[src/include/rpso_cfg.svh]
// Purpose: Constants for the reset and power-state output block
// Assumes: ref_clk at 200 MHz
// Notes:   Times in their own units, cycle counts derived
// Function
// - After supply and clock up, hold reset output low fixed time, then high.
// - External active-low reset input low forces reset output low.
// - USB bus reset never touches the reset output.
// - Power switch enable low once configured and out of reset, high during suspend.
// - Memory pins float in reset; memory clock driven from one cycle after reset ends.
// - Oscillator output stops toggling while the link is suspended.
`ifndef RPSO_CFG_SVH
`define RPSO_CFG_SVH
// ----------------------------------------
// Timing
// ----------------------------------------
// Nanosecond units keep the product inside a 32-bit int
`define RPSO_CLK_PERIOD_NS   5
`define RPSO_HOLD_TIME_US    5600
`define RPSO_HOLD_CYCLES     ((`RPSO_HOLD_TIME_US * 1000 + \
	`RPSO_CLK_PERIOD_NS - 1) / `RPSO_CLK_PERIOD_NS)
`define RPSO_OSC_HALF_CYCLES 16
// ----------------------------------------
// Reset values
// ----------------------------------------
`define RPSO_CLEAR_RST       1'b0
`define RPSO_PWR_RST         1'b1
`endif

[src/include/rpso_pkg.sv]
// Purpose: Types for the reset and power-state output block
// Assumes: Nothing
// Notes:   Constants live in rpso_cfg.svh
package rpso_pkg;
	typedef enum logic [1:0] {
		RPSO_HOLD,
		RPSO_RUN
	} rpso_state_type;
endpackage : rpso_pkg

[src/include/rpso_sync_if.sv]
// Purpose: Synchronised pin levels passed to the top module
// Assumes: One clock domain
// Notes:   Filled in rpso_top from the synchroniser outputs
`timescale 1ns/1ps
interface rpso_sync_if;
	logic ext_clear_n;
	logic configured;
	logic suspended;
	logic usb_bus_reset;
	modport src (output ext_clear_n, output configured,
		output suspended, output usb_bus_reset);
	modport dst (input ext_clear_n, input configured,
		input suspended, input usb_bus_reset);
endinterface : rpso_sync_if

[src/hw/rpso_top.sv]
// Purpose: Reset generator, power switch enable, memory pin float control
// Assumes: supply_good and osc_running come from analog cells
// Notes:   Internal reset is the generated output itself
`timescale 1ns/1ps
`include "rpso_cfg.svh"
module rpso_top
	import rpso_pkg::*;
#(
	parameter int HOLD_CYCLES = `RPSO_HOLD_CYCLES,
	parameter int OSC_HALF    = `RPSO_OSC_HALF_CYCLES
) (
	input  wire logic ref_clk,
	input  wire logic rst_b,
	input  wire logic supply_good,
	input  wire logic osc_running,
	input  wire logic ext_clear_in_n,
	input  wire logic usb_configured,
	input  wire logic usb_suspended,
	input  wire logic usb_bus_reset,
	input  wire logic cfg_memory_select_core,
	input  wire logic cfg_memory_clock_core,
	input  wire logic cfg_memory_serial_core,
	input  wire logic cfg_memory_serial_core_oe,
	input  wire logic cfg_memory_serial_in,
	output logic      generated_clear_out_n,
	output logic      internal_clear_n,
	output logic      power_switch_on_n,
	output logic      cfg_memory_select,
	output logic      cfg_memory_select_oe,
	output logic      cfg_memory_clock,
	output logic      cfg_memory_clock_oe,
	output logic      cfg_memory_serial_io,
	output logic      cfg_memory_serial_io_oe,
	output logic      cfg_memory_serial_rd,
	output logic      oscillator_out
);
	// ----------------------------------------
	// Synchronised pin levels
	// ----------------------------------------
	rpso_sync_if sy ();
	logic [4:0] raw_lvl;
	logic [4:0] sync_lvl;

	// Supply and clock status combined into their own power_ok level: both gate start
	assign raw_lvl = {supply_good & osc_running, ext_clear_in_n,
		usb_configured, usb_suspended, usb_bus_reset};

	rpso_sync #(
		.WIDTH (5),
		.INIT  (5'h00)
	) u_sync (
		.ref_clk   (ref_clk),
		.rst_b     (rst_b),
		.raw_in    (raw_lvl),
		.clean_out (sync_lvl)
	);

	wire power_ok = sync_lvl[4];
	assign sy.ext_clear_n   = sync_lvl[3];
	assign sy.configured    = sync_lvl[2];
	assign sy.suspended     = sync_lvl[1];
	assign sy.usb_bus_reset = sync_lvl[0];

	// ----------------------------------------
	// Reset generator
	// ----------------------------------------
	localparam int CW = $clog2(HOLD_CYCLES + 1);
	rpso_state_type   state_r;
	rpso_state_type   state_nxt;
	logic [CW-1:0]    hold_cnt_r;
	logic [CW-1:0]    hold_cnt_nxt;
	logic             clear_n_r;

	// Bus reset deliberately not an input to this logic
	wire restart   = !power_ok || !sy.ext_clear_n;
	wire hold_done = (hold_cnt_r == CW'(HOLD_CYCLES - 1));

	always_comb begin
		state_nxt    = state_r;
		hold_cnt_nxt = hold_cnt_r;
		unique case (state_r)
			RPSO_HOLD: begin
				if (restart) begin
					hold_cnt_nxt = '0;
				end else if (hold_done) begin
					state_nxt = RPSO_RUN;
				end else begin
					hold_cnt_nxt = hold_cnt_r + CW'(1);
				end
			end
			RPSO_RUN: begin
				if (restart) begin
					state_nxt    = RPSO_HOLD;
					hold_cnt_nxt = '0;
				end
			end
			// Unused code: fall back to a fresh hold
			default: begin
				state_nxt    = RPSO_HOLD;
				hold_cnt_nxt = '0;
			end
		endcase
	end

	always_ff @(posedge ref_clk) begin
		if (!rst_b) begin
			state_r    <= RPSO_HOLD;
			hold_cnt_r <= '0;
			clear_n_r  <= `RPSO_CLEAR_RST;
		end else begin
			state_r    <= state_nxt;
			hold_cnt_r <= hold_cnt_nxt;
			clear_n_r  <= (state_nxt == RPSO_RUN);
		end
	end

	assign generated_clear_out_n = clear_n_r;
	assign internal_clear_n      = clear_n_r;

	// ----------------------------------------
	// Power switch and memory pins
	// ----------------------------------------
	logic pwr_r;
	logic sel_r;
	logic sel_oe_r;
	logic sck_r;
	logic sck_oe_r;
	logic sd_r;
	logic sd_oe_r;
	logic sd_in_r;

	// Any one cause turns the external switch off
	wire pwr_nxt   = !clear_n_r || sy.suspended || !sy.configured;
	// Pins float whole cycle where internal reset holds
	wire live      = clear_n_r && state_nxt == RPSO_RUN;
	wire sel_nxt   = live & cfg_memory_select_core;
	wire sck_nxt   = live & cfg_memory_clock_core;
	wire sd_nxt    = live & cfg_memory_serial_core;
	wire sd_oe_nxt = live & cfg_memory_serial_core_oe;

	always_ff @(posedge ref_clk) begin
		if (!rst_b) begin
			pwr_r <= `RPSO_PWR_RST;
		end else begin
			pwr_r <= pwr_nxt;
		end
	end

	always_ff @(posedge ref_clk) begin
		if (!rst_b) begin
			sel_r    <= 1'b0;
			sel_oe_r <= 1'b0;
		end else begin
			sel_r    <= sel_nxt;
			sel_oe_r <= live;
		end
	end

	// Clock pin is driven from the cycle after reset is over
	always_ff @(posedge ref_clk) begin
		if (!rst_b) begin
			sck_r    <= 1'b0;
			sck_oe_r <= 1'b0;
		end else begin
			sck_r    <= sck_nxt;
			sck_oe_r <= live;
		end
	end

	always_ff @(posedge ref_clk) begin
		if (!rst_b) begin
			sd_r    <= 1'b0;
			sd_oe_r <= 1'b0;
		end else begin
			sd_r    <= sd_nxt;
			sd_oe_r <= sd_oe_nxt;
		end
	end

	// Read path: one register, no filter; the core owns the timing
	always_ff @(posedge ref_clk) begin
		if (!rst_b) begin
			sd_in_r <= 1'b0;
		end else begin
			sd_in_r <= cfg_memory_serial_in;
		end
	end

	assign power_switch_on_n       = pwr_r;
	assign cfg_memory_select       = sel_r;
	assign cfg_memory_select_oe    = sel_oe_r;
	assign cfg_memory_clock        = sck_r;
	assign cfg_memory_clock_oe     = sck_oe_r;
	assign cfg_memory_serial_io    = sd_r;
	assign cfg_memory_serial_io_oe = sd_oe_r;
	assign cfg_memory_serial_rd    = sd_in_r;

	// ----------------------------------------
	// Oscillator output
	// ----------------------------------------
	localparam int OW = $clog2(OSC_HALF + 1);
	logic [OW-1:0] osc_cnt_r;
	logic          osc_r;
	wire osc_wrap = (osc_cnt_r == OW'(OSC_HALF - 1));

	always_ff @(posedge ref_clk) begin
		if (!rst_b) begin
			osc_cnt_r <= '0;
			osc_r     <= 1'b0;
		end else if (sy.suspended) begin
			osc_cnt_r <= osc_cnt_r;
			osc_r     <= osc_r;
		end else if (osc_wrap) begin
			osc_cnt_r <= '0;
			osc_r     <= !osc_r;
		end else begin
			osc_cnt_r <= osc_cnt_r + OW'(1);
		end
	end

	assign oscillator_out = osc_r;
endmodule : rpso_top

[src/hw/rpso_sync.sv]
// Purpose: Three-stage synchronisers for outside levels
// Assumes: Change accepted when stages two and three agree
// Notes:   Stage one feeds stage two only
`timescale 1ns/1ps
module rpso_sync
	import rpso_pkg::*;
#(
	parameter int WIDTH = 4,
	parameter logic [WIDTH-1:0] INIT = '0
) (
	input  wire logic             ref_clk,
	input  wire logic             rst_b,
	input  wire logic [WIDTH-1:0] raw_in,
	output logic      [WIDTH-1:0] clean_out
);
	logic [WIDTH-1:0] s1_r;
	logic [WIDTH-1:0] s2_r;
	logic [WIDTH-1:0] s3_r;
	logic [WIDTH-1:0] clean_r;

	genvar i;
	generate
		for (i = 0; i < WIDTH; i++) begin : g_bit
			// Filter: hold until two late stages agree
			wire agree = (s2_r[i] == s3_r[i]);
			always_ff @(posedge ref_clk) begin
				if (!rst_b) begin
					s1_r[i]    <= INIT[i];
					s2_r[i]    <= INIT[i];
					s3_r[i]    <= INIT[i];
					clean_r[i] <= INIT[i];
				end else begin
					s1_r[i] <= raw_in[i];
					s2_r[i] <= s1_r[i];
					s3_r[i] <= s2_r[i];
					if (agree) begin
						clean_r[i] <= s3_r[i];
					end
				end
			end
		end
	endgenerate

	assign clean_out = clean_r;
endmodule : rpso_sync

[config.mk]
export PLATFORM = sky130hd
export DESIGN_NAME = rpso_top
export DESIGN_NICKNAME = d
export VERILOG_FILES = /design/src/include/rpso_pkg.sv /design/src/include/rpso_sync_if.sv /design/src/hw/rpso_top.sv /design/src/hw/rpso_sync.sv
export VERILOG_INCLUDE_DIRS = /design/src /design/src/include
export SDC_FILE = /design/constraint.sdc
export NUM_CORES = 1
export LEC_CHECK = 0
export BUFFER_PORTS_ARGS = -buffer_cell sky130_fd_sc_hd__buf_4
export CAP_MARGIN = 0
export CELL_PAD_IN_SITES_DETAIL_PLACEMENT = 1
export CELL_PAD_IN_SITES_GLOBAL_PLACEMENT = 1
export CORE_ASPECT_RATIO = 1.2
export CORE_MARGIN = 2
export CORE_UTILIZATION = 40
export CTS_BUF_LIST = sky130_fd_sc_hd__clkbuf_2 sky130_fd_sc_hd__clkbuf_4 sky130_fd_sc_hd__clkbuf_8
export CTS_CLUSTER_DIAMETER = 200
export DETAILED_ROUTE_END_ITERATION = 8
export PLACE_DENSITY_LB_ADDON = 0.1
export SLEW_MARGIN = 15
export SYNTH_ARGS = -nofsm -noshare
export SYNTH_HDL_FRONTEND = slang
export SYNTH_SLANG_ARGS = --single-unit
[constraint.sdc]
create_clock -name ref_clk -period 2.4 [get_ports ref_clk]
set_input_delay 0.12 -clock ref_clk [delete_from_list [all_inputs] [get_ports ref_clk]]
set_output_delay 0.12 -clock ref_clk [all_outputs]
set_load 0.1 [all_outputs]
### Word-level counts from Yosys, hierarchy flattened

Index checks and enable logic that the tools add are counted.

* register bits after elaboration: 53
* latch bits: 0
* memory bits (writable): 0
* ROM bits: 0
* output and inout port bits: 11
* logic and storage cells: 67
* memories kept: 0

* add/sub/neg operators: 2
* $mul: 0
* div/mod/pow operators: 0
* order comparisons: 0
* eq/ne operators: 10
* shift-type cells: 0
* mux-type cells: 9
* bitwise operators: 6
* reduce and logical (&&, ||, !) cells: 12

Operator list (count)
* $mux 21: 3
* $pmux 21 s2: 1
* $add 21x1->21 const B: 1
* $eq 21x21->1 const B: 1
* $mux 2: 3
* $add 5x1->5 const B: 1
* $and 1x1->1: 5
* $eq 5x4->1 const B: 1
* $logic_not 1->1: 5
* $mux 5: 1
* $eq 1x1->1: 4
* $eq 2x1->1 const B: 2
* $pmux 2 s2: 1
* $reduce_and 2->1: 2
* $logic_or 1x1->1: 3
* $ne 3x3->1 const B: 1
* $logic_not 2->1: 1
* $ne 2x2->1 const B: 1
* $logic_and 1x1->1: 1
* $not 1->1: 1

### Logic depth before layout (Yosys ltp)

Gate-level depths: netlist (run 1).

* word-level depth: 7
* gate-level depth with buffers: 7
* mapped depth without buffers: 6

### Modules after synthesis

From an unflattened synthesis (run 1), not the netlist that was laid out.

* cells, all modules: 234
* area, all modules: 2253.4 µm²

Modules (own cells, without submodules)
* rpso_top: instances 1, cells an instance 182, area an instance 1646.6 µm², sequential area each 740.7 µm²
* rpso_sync: instances 1, cells an instance 52, area an instance 606.8 µm², sequential area each 400.4 µm²

### Least setup slack after synthesis (run 1)

Ideal clock, no wire load.

* path type: register -> register
* start: reg hold_cnt_r[9]
* end: reg hold_cnt_r[9]
* arrival: 1565 ps
* data required time: 2284 ps
* slack: 719 ps
* stages on the path, launching flop included: 7
* buffers on the path: 1
* clock period less this slack: 1681 ps
* cell sequence: dfxtp_1 -> nor4b_2 -> nand4_2 -> o31ai_4 -> buf_6 -> a21boi_0 -> o22a_2

* longest elaborated chain between the ends: 4

RTL lines
* start, declared: line rpso_top.sv:70 `logic [CW-1:0] hold_cnt_r;`
* start signal, assigned: line rpso_top.sv:112 `hold_cnt_r <= hold_cnt_nxt;`
* $add 21x1->21: line rpso_top.sv:88 `hold_cnt_nxt = hold_cnt_r + CW'(1);`
* $mux 21: line rpso_top.sv:85 `end else if (hold_done) begin`
* $mux 21: line rpso_top.sv:83 `if (restart) begin`
* $pmux 21 s2: line rpso_top.sv:81 `unique case (state_r)`

Parallel ways exist; a longest one is shown, timed or not. The select of a mux whose other input is x is not followed.
A chain may end at the register's enable or synchronous reset.

### Worst setup path in the final report (run 1)

* start: reg hold_cnt_r[0]
* end: reg hold_cnt_r[12]

The elaborated chain is that of the path after synthesis.

==> results of run 1 <==
==> area by class of cell <==
type	count	share of cell area, %
tap	62	3.14
inverter	5	0.759
clock inverter	1	0.354
multi-input combinational	151	41.3
timing repair buffer	25	7.59
clock buffer	7	3.90
sequential	53	42.9
==> cells in the mapped netlist, types with 4 or more instances <==
cell type | count | area, um^2
a211o_2 | 4 | 40.0
nor2_1 | 10 | 37.5
a21oi_1 | 16 | 80.1
o22a_1 | 5 | 43.8
and2_1 | 18 | 113
dfxtp_1 | 53 | 1060
o21ai_0 | 12 | 60.1
nand2_1 | 12 | 45.0
a21boi_0 | 8 | 60.1
inv_1 | 5 | 18.8
nand4_1 | 4 | 25.0
and3_1 | 4 | 25.0
buf_6 | 4 | 45.0
xor2_1 | 4 | 35.0
clkbuf_1 | 5 | 18.8
nand3_1 | 12 | 60.1
==> metrics by stage <==
stage	worst slack, ns	hold slack [ns]
after global placement	0.523	0.325
after global routing	0.222	0.00934
after CTS	0.385	0.00478
after detailed placement	0.427	0.329
final	0.381	0.0152
after floorplan	0.719	0.242
==> state kept, by name, summed over array words and instances (netlist names) <==
name and cells:
cfg_memory_select 1, osc_cnt_r 5, hold_cnt_r 21, cfg_memory_serial_io 1
cfg_memory_serial_rd 1, cfg_memory_clock_oe 1, power_switch_on_n 1, cfg_memory_clock 1
u_sync.s2_r 4, u_sync.s3_r 4, u_sync.s1_r 4, cfg_memory_serial_io_oe 1
generated_clear_out_n 1, u_sync.clean_out 4, oscillator_out 1, state_r 2
==> logic make-up (layout without fill, tap and decap cells) <==
logic type / Yosys count / count (layout) / synth area share (%)
adder cells (fa/ha/maj): 2 / 2 / 1.15
buffers and inverters: 16 / 38 / 4.47
AO/OA/AOI/OAI: 58 / 58 / 18.9
flip-flops: 53 / 53 / 48.7
multiplexers: 2 / 2 / 0.918
XOR/XNOR: 6 / 6 / 2.41
other: 1 / 1 / 0.172
AND/OR/NAND/NOR: 82 / 82 / 23.4
==> critical path: stages, from the launching register on <==
cell and delay (ns):
dfxtp_1 0.40, ha_1 0.24, nand3_1 0.25, nor2_1 0.37, nand3_1 0.20, or4_1 0.43, nand2_1 0.08
==> how the worst min path moves through the flow <==
stage / from / end / slack (ns) / depth (start not counted)
final: cfg_memory_serial_core / cfg_memory_serial_io / 0.02 / 2
after global routing: cfg_memory_select_core / cfg_memory_select / 0.009 / 2
after CTS: cfg_memory_serial_core / cfg_memory_serial_io / 0.005 / 2
after detailed placement: cfg_memory_serial_core / cfg_memory_serial_io / 0.33 / 2
after global placement: cfg_memory_clock_core / cfg_memory_clock / 0.33 / 2
after floorplan: cfg_memory_clock_core / cfg_memory_clock / 0.24 / 1
==> routing by layer <==
metal	up-vias	routed length [um]
met4	0	110
met5	-	0
li1	828	-
met3	10	88
met2	18	2520
met1	845	1960
==> power by group through the flow <==
stage	registers, mW	clock network, mW	logic, mW
6_report	0.899	0.549	0.0438
5_1_grt	0.902	0.605	0.0493
4_1_cts	0.899	0.573	0.0450
3_5_place_dp	0.920	0	0.0449
3_3_place_gp	0.919	0	0.0422
2_1_floorplan	0.925	0	0.0192
==> impl_metrics.ini, run 1 <==
[power_and_ir_drop]
power_frac_seq_pct = 60.3
intPower_mw = 1.18
power_mw = 1.49
swShare_pct = 20.7
p_switching_uw = 309
power.share.clock_pct = 36.8
combPwrFrac_pct = 2.9
cellPowerDensity_nw_per_um2 = 603
vdd_drop_max_v = 0.000313
p_leak_nw = 1.01

[global_routing]
met2_usage_pct = 30.6
grt_max_degree = 26
grt_pass1_vias = 1847
globalRouteMet1Util_pct = 19.0
grt_pass1_wl_um = 8270
grtUsageTotal_pct = 16.9
gr-max-usage-layer = met2
antenna_found_initial = 0
globalRoute.totalOverflow = 0
met3_usage_pct = 3.09

[sta]
setup_violations = 0
skew_ns = 0.00569
setup_tns_ns = 0
finalHoldViolations = 0
fin_crit_ns = 2.02
finalCritPeriodShare_pct = 84.1
slew_violations = 0
rsz0062_at_grt = no
fmax_mhz = 495

[die]
core_area_um2 = 5260
fp-row-count = 29
die_area_um2 = 6060
die_y_um = 84.9
start_util_pct = 41.5
die_width_um = 71.4
io_pins = 24

[clock_network]
root_buffer = clkbuf_8
cts_resized = 0
cts_setup_buffers = 0
cts_buffers = 5
cts.clk_slew.worst_paths_ns = 0.09
cts_tree = yes
clkLatencyLatePin_ns = 0.30
cts_sinks = 53
clockBufferDepth = 2
postCtsHoldBufs = 0
cts_max_level = 2

[placed_design]
portBuffers = 22
place_area_um2 = 2370
place_congestion = 0.807
dp_hpwl_um = 3500
place_inst = 296

[logic_synthesis]
synth_seq_cells = 53
syn-num-nets = 235
syn-cell-area_um2 = 2180
ys_seq_area_share_pct = 48.7
async_flop_share_pct = 0
synth_edf_count = 0
netlist_instances = 220
ys_types = 50
synth_ff_type = dfxtp_1
syn_avg_cell_area_um2 = 9.91
yosysWarnings = 0

[cells_and_area]
layout.cells.non_filler = 304
final_cell_area_um2 = 2470
multi_input_area_um2 = 1020
area_growth_pct = 13.4
mostFrequentLayoutCells = dfxtp_1 (53), buf_4 (25), and2_1 (18)
final_util_pct = 47.0
register_area_um2 = 1060
final_layout_size_suffix_gt1_share_pct = 22.3
fillerInstances = 603
nNetsFinal = 256
antennaDiodeCount = 0
final_common_cell = dfxtp_1

[worst_setup_path]
critical_path.max_fanout = 5
reg2reg_slack_ns = 0.38
startpoint_type = register
r2r-end = hold_cnt_r[12]
arrival_ns = 2.27
r2r_cells = 6
endpoint = hold_cnt_r[12]
path_class = register to register
regToRegStartpoint = hold_cnt_r[0]
cp-startpoint = hold_cnt_r[0]
critPathCaptureType = register
cp.required_ns = 2.65

[run]
maxCapViolations = 0

[route]
avgRoutedWirePerCell_um = 15.4
drtIter0Drc = 38
drc = 0
wl_um = 4680
vias = 1701
antenna_left = 0
vias_per_cell = 5.60
first_pass_iters = 4

[hold_path]
hold_path.class = input pin to register

[outcome]
outcome = completed
Power figures use the tool's default switching activity.
==> inputs of run 2 (changes only) <==
==> constraint.sdc (replaced) <==
create_clock -name ref_clk -period 1.7 [get_ports ref_clk]
set_input_delay 0.085 -clock ref_clk [delete_from_list [all_inputs] [get_ports ref_clk]]
set_output_delay 0.085 -clock ref_clk [all_outputs]
set_load 0.1 [all_outputs]
==> run 2 against run 1 <==
Effect of this change:
- the run now ends with negative setup slack left
- largest power group unchanged
- clock skew decreased by 0.0020 ns
- global-route usage up 2.8 points
- highest routed layer unchanged
- flip-flop and latch count unchanged
- via count is 10% higher
- die area did not move
- clock power rose by 54%
- final area rose by 20%
- non-clock buffer count rose by 45
- final cell count rose by 14%
- clock-buffer cell count fell by 2
- sequential power rose by 41%
==> impl_metrics.ini, run 2 (synthesis gave the netlist of run 1 again) <==
[clock_network]
cts_tree = yes
cts_max_level = 2
cts.clk_slew.worst_paths_ns = 0.09
root_buffer = clkbuf_8
clockBufferDepth = 2
cts_buffers = 5
cts_sinks = 53
clkLatencyLatePin_ns = 0.30

[hold_path]
hold_depth = 2
holdCritStartpoint = osc_running
hold_path.class = input pin to register
hold-path-endpoint = u_sync.s1_r[4]

[sta]
fin_crit_ns = 1.76
skew_ns = 0.00369
slew_violations = 0
finalHoldViolations = 0
setup_tns_ns = -0.574
fmax_mhz = 568
finalCritPeriodShare_pct = 104
setup_violations = 15
fin_ws_ns = -0.0615
hold_slack_ns = 0.0144
rsz0062_at_grt = yes

[global_routing]
grt_pass1_wl_um = 9460
antenna_found_initial = 0
globalRoute.totalOverflow = 0
grtUsageTotal_pct = 19.6
grt_pass1_vias = 2044
grt_max_degree = 26

[placed_design]
place_congestion = 0.835
place_inst = 325
dp_hpwl_um = 4000
portBuffers = 22
place_area_um2 = 2580
pre_cts_ws_ns = -0.0885

[die]
start_util_pct = 41.5
io_pins = 24
die_y_um = 84.9
die_area_um2 = 6060
core_area_um2 = 5260
fp-row-count = 29
die_width_um = 71.4

[power_and_ir_drop]
power.share.clock_pct = 38.5
power_frac_seq_pct = 57.9
p_leak_nw = 1.27
combPwrFrac_pct = 3.6
p_switching_uw = 450
cellPowerDensity_nw_per_um2 = 739
intPower_mw = 1.74
swShare_pct = 20.6
power_mw = 2.19
vdd_drop_max_v = 0.000519

[worst_setup_path]
path_class = register to register
r2r_cells = 6
critPathCaptureType = register
r2r-end = hold_cnt_r[9]
crit_family = compound AO/OA/AOI/OAI gates
arrival_ns = 1.96
critical_path.max_fanout = 11
cp_num_buf_inv = 1
critPathMaxStageDelay_ns = 0.36
startpoint_type = register
cp.required_ns = 1.90
reg2reg_slack_ns = -0.06
regToRegStartpoint = hold_cnt_r[19]
crit_chain = nor4b_4, nand4_4, o31ai_4, buf_6, a21boi_1, o22a_2
slowest_stage = nor4b_4

[cells_and_area]
top_regs = hold_cnt_r: 21 flops, osc_cnt_r: 5 flops
mostFrequentLayoutCells = buf_4 (57), dfxtp_1 (42), a21oi_1 (14), and2_1 (14), nand2_1 (12)
layout.cells.non_filler = 348
register_area_um2 = 1080
largest_reg_flops = 21
multi_input_area_um2 = 1120
area_growth_pct = 36.0
nNetsFinal = 301
final_util_pct = 56.4
final_common_cell = buf_4
antennaDiodeCount = 0
top_register = hold_cnt_r
fillerInstances = 586
final_cell_area_um2 = 2970
final_layout_size_suffix_gt1_share_pct = 38.8

[route]
drtIter0Drc = 45
vias = 1874
first_pass_iters = 4
drc = 0
vias_per_cell = 5.39
avgRoutedWirePerCell_um = 17.2
antenna_left = 0
wl_um = 5970

[run]
maxCapViolations = 0

[outcome]
violations = negative setup slack
outcome = finished with violations
run 2: cell count changes in the layout (fill, tap and decap cells not counted), moves of 4 or more:
cell           before  now
and2_4              0    5
and2_1             18   14
dfxtp_2             0   10
buf_6               0    5
buf_4              25   57
dlygate4sd3_1       0    8
dfxtp_1            53   42
run 2: layout make-up:
class / instances / area share [%]
Tap cell: 62 / 2.62
Timing Repair Buffer: 70 / 19.0
Clock buffer: 5 / 2.32
Clock inverter: 2 / 1.31
Inverter: 5 / 0.633
Multi-Input combinational cell: 151 / 37.8
Sequential cell: 53 / 36.3
run 2: worst max path at each step:
| stage | startpoint | to | cells past startpoint |
|---|---|---|---|
| global placement | hold_cnt_r[8] | hold_cnt_r[17] | 6 |
| detailed placement | hold_cnt_r[11] | hold_cnt_r[6] | 6 |
| floorplan | hold_cnt_r[9] | hold_cnt_r[9] | 6 |
| CTS | hold_cnt_r[15] | hold_cnt_r[9] | 6 |
| global route | hold_cnt_r[18] | hold_cnt_r[11] | 6 |
| finish | hold_cnt_r[19] | hold_cnt_r[9] | 6 |
run 2: what timing repair did:
action / 4_1_cts / 5_1_grt
setup endpoints to repair: 17 / 23
pin swaps: 10 / 18
resized for setup: 17 / 24
cloned: 0 / 0
hold buffers: 7 / 1
buffers inserted: 3 / 5
endpoints found under the hold margin: 7 / 1
run 2: power by group through the flow:
stage | Sequential [mW] | Combinational (mW) | Clock, mW
2_1_floorplan | 1.31 | 0.0270 | 0
3_3_place_gp | 1.30 | 0.0594 | 0
3_5_place_dp | 1.30 | 0.0632 | 0
4_1_cts | 1.27 | 0.0765 | 0.867
5_1_grt | 1.27 | 0.0867 | 0.920
6_report | 1.27 | 0.0788 | 0.844
run 2: routing by layer:
metal / global-route usage, % / up-vias / wire, um
met3: 3.56 / 8 / 110
met2: 37.1 / 23 / 3370
met1: 21.6 / 927 / 2410
met5: 0 / - / 0
li1: - / 916 / -
met4: 6.52 / 0 / 85
==> inputs of run 3 (changes only) <==
--- a/config.mk
+++ b/config.mk
@@ -17,6 +17,7 @@
 export CTS_CLUSTER_DIAMETER = 200
 export DETAILED_ROUTE_END_ITERATION = 8
 export PLACE_DENSITY_LB_ADDON = 0.1
+export SKIP_LAST_GASP = 1
 export SLEW_MARGIN = 15
 export SYNTH_ARGS = -nofsm -noshare
 export SYNTH_HDL_FRONTEND = slang
==> run 3 against run 2 <==
Effect of this change:
- the run still ends with negative setup slack left
- critical path depth unchanged
- via count is 0.85% higher
- maximum frequency down 1.3%
- setup slack lost 0.023 ns
- clock skew grew 0.0030 ns
- clock-buffer cell count is the same
- power rose by 0.37%
- register-to-register slack got worse by 0.02 ns
- sequential power about the same
- utilization rose by 0.40 points
- combinational power is essentially flat
- critical path type unchanged
- critical endpoint unchanged
- largest cell class unchanged
==> impl_metrics.ini, run 3 (synthesis gave the netlist of run 1 again) <==
[outcome]
outcome = finished with violations
violations = negative setup slack

[worst_setup_path]
critPathCaptureType = register
cp-startpoint = hold_cnt_r[19]
crit_family = compound AO/OA/AOI/OAI gates
regToRegStartpoint = hold_cnt_r[19]
startpoint_type = register
arrival_ns = 1.99
crit_chain = nor4b_4, nand4_4, o31ai_4, buf_6, a21boi_0, o22a_2
critPathMaxStageDelay_ns = 0.35
slowest_stage = dfxtp_2
cp.required_ns = 1.90
critical_path.max_fanout = 6
path_class = register to register
cp_num_buf_inv = 1

[route]
drtIter0Drc = 70
wl_met1_um = 2510
drc = 0
first_pass_iters = 4
vias = 1890
antenna_left = 0
wl_um = 6140
avgRoutedWirePerCell_um = 17.6
vias_per_cell = 5.42
top_layer = met4
wl_met3_um = 114
wl_met2_um = 3450

[placed_design]
place_congestion = 0.835
pre_cts_ws_ns = -0.0885
portBuffers = 22
dp_hpwl_um = 4000

[sta]
setup_violations = 19
slew_violations = 0
fin_crit_ns = 1.78
fmax_mhz = 560
rsz0062_at_grt = yes
hold_slack_ns = 0.0136
skew_ns = 0.00666
fin_ws_ns = -0.0845
finalHoldViolations = 0
finalCritPeriodShare_pct = 105

[power_and_ir_drop]
power.share.clock_pct = 38.7
swShare_pct = 20.8
intPower_mw = 1.74
combPwrFrac_pct = 3.6
p_leak_nw = 1.27
power_frac_seq_pct = 57.7
cellPowerDensity_nw_per_um2 = 736
vdd_drop_max_v = 0.000520
p_switching_uw = 458

[die]
io_pins = 24
fp-row-count = 29
core_area_um2 = 5260
start_util_pct = 41.5
die_y_um = 84.9
die_area_um2 = 6060
die_width_um = 71.4

[clock_network]
root_buffer = clkbuf_8
cts.clk_slew.worst_paths_ns = 0.10
cts_tree = yes
cts_sinks = 53
cts_max_level = 2
clkLatencyLatePin_ns = 0.30
cts_buffers = 5
clockBufferDepth = 2

[cells_and_area]
nNetsFinal = 302
final_common_cell = buf_4
final_layout_size_suffix_gt1_share_pct = 40.1
mostFrequentLayoutCells = buf_4 (58), dfxtp_1 (43), and2_1 (13)
area_growth_pct = 36.9
antennaDiodeCount = 0
largest_reg_flops = 21
top_register = hold_cnt_r
top_regs = hold_cnt_r: 21 flops, osc_cnt_r: 5 flops

[global_routing]
antenna_found_initial = 0
grt_max_degree = 26
globalRoute.totalOverflow = 0
grt_pass1_wl_um = 9420
grt_pass1_vias = 2039
grtUsageTotal_pct = 19.6

[run]
maxCapViolations = 0

[hold_path]
holdCritStartpoint = osc_running
hold_path.class = input pin to register
run 3: changes by cell type in the layout (fill, tap and decap cells not counted), sizes merged:
| cell | previous run | this run |
|---|---|---|
| buf | 62 | 63 |
run 3: path summary, 6_finish.rpt:
kind,to,slack [ns],cells after the start
worst max register to register,hold_cnt_r[9],-0.08,6
worst min register to register,power_switch_on_n,0.44,1
worst min-delay path,u_sync.s1_r[4],0.01,2
worst max-delay path,hold_cnt_r[9],-0.08,6
run 3: metal layers:
| layer | vias up | global-route usage (%) |
|---|---|---|
| li1 | 916 | - |
| met1 | 946 | 21.6 |
| met2 | 22 | 36.9 |
| met3 | 6 | 3.56 |
| met4 | 0 | 6.52 |
| met5 | - | 0 |
run 3: metrics by stage:
stage	std cells	instance area, um^2	power [mW]	util (%)	setup TNS [ns]
finish	349	2990	2.20	56.8	-0.712
global route	349	2990	2.28	56.8	-2.25
CTS	342	2840	2.21	54.1	-0.0458
detailed placement	325	2580	1.36	49.1	-0.535
global placement	325	2580	1.36	49.1	-0.122
floorplan	220	2180	1.33	-	0
run 3: timing repair:
item                       in CTS  in global routing
cloned                          0                  1
pin swaps                      10                 21
setup buffers                   3                  5
resized for setup              15                 26
setup endpoints to repair      17                 26
hold buffers                    7                  1
hold endpoints to repair        7                  1
run 3: final cells by class:
cell class	instances	area, um^2
Clock buffer	5	68.8
Multi-Input combinational cell	151	1130
Clock inverter	2	38.8
Sequential cell	53	1080
Timing Repair Buffer	71	572
Fill cell	582	2270
Tap cell	62	77.6
Inverter	5	18.8
run 3: power groups by stage:
stage	Clock, mW	Combinational (mW)	Sequential, mW
finish	0.852	0.0789	1.27
global route	0.924	0.0868	1.27
floorplan	0	0.0270	1.31
detailed placement	0	0.0632	1.30
CTS	0.867	0.0765	1.27
global placement	0	0.0594	1.30
run 3: worst register-to-register path, delay by kind of cell, from the launching register on:
family          cells  cell delay, ns
compound gates      3            0.64
buf+inv             1            0.18
simple gates        2            0.51
flops               1            0.35
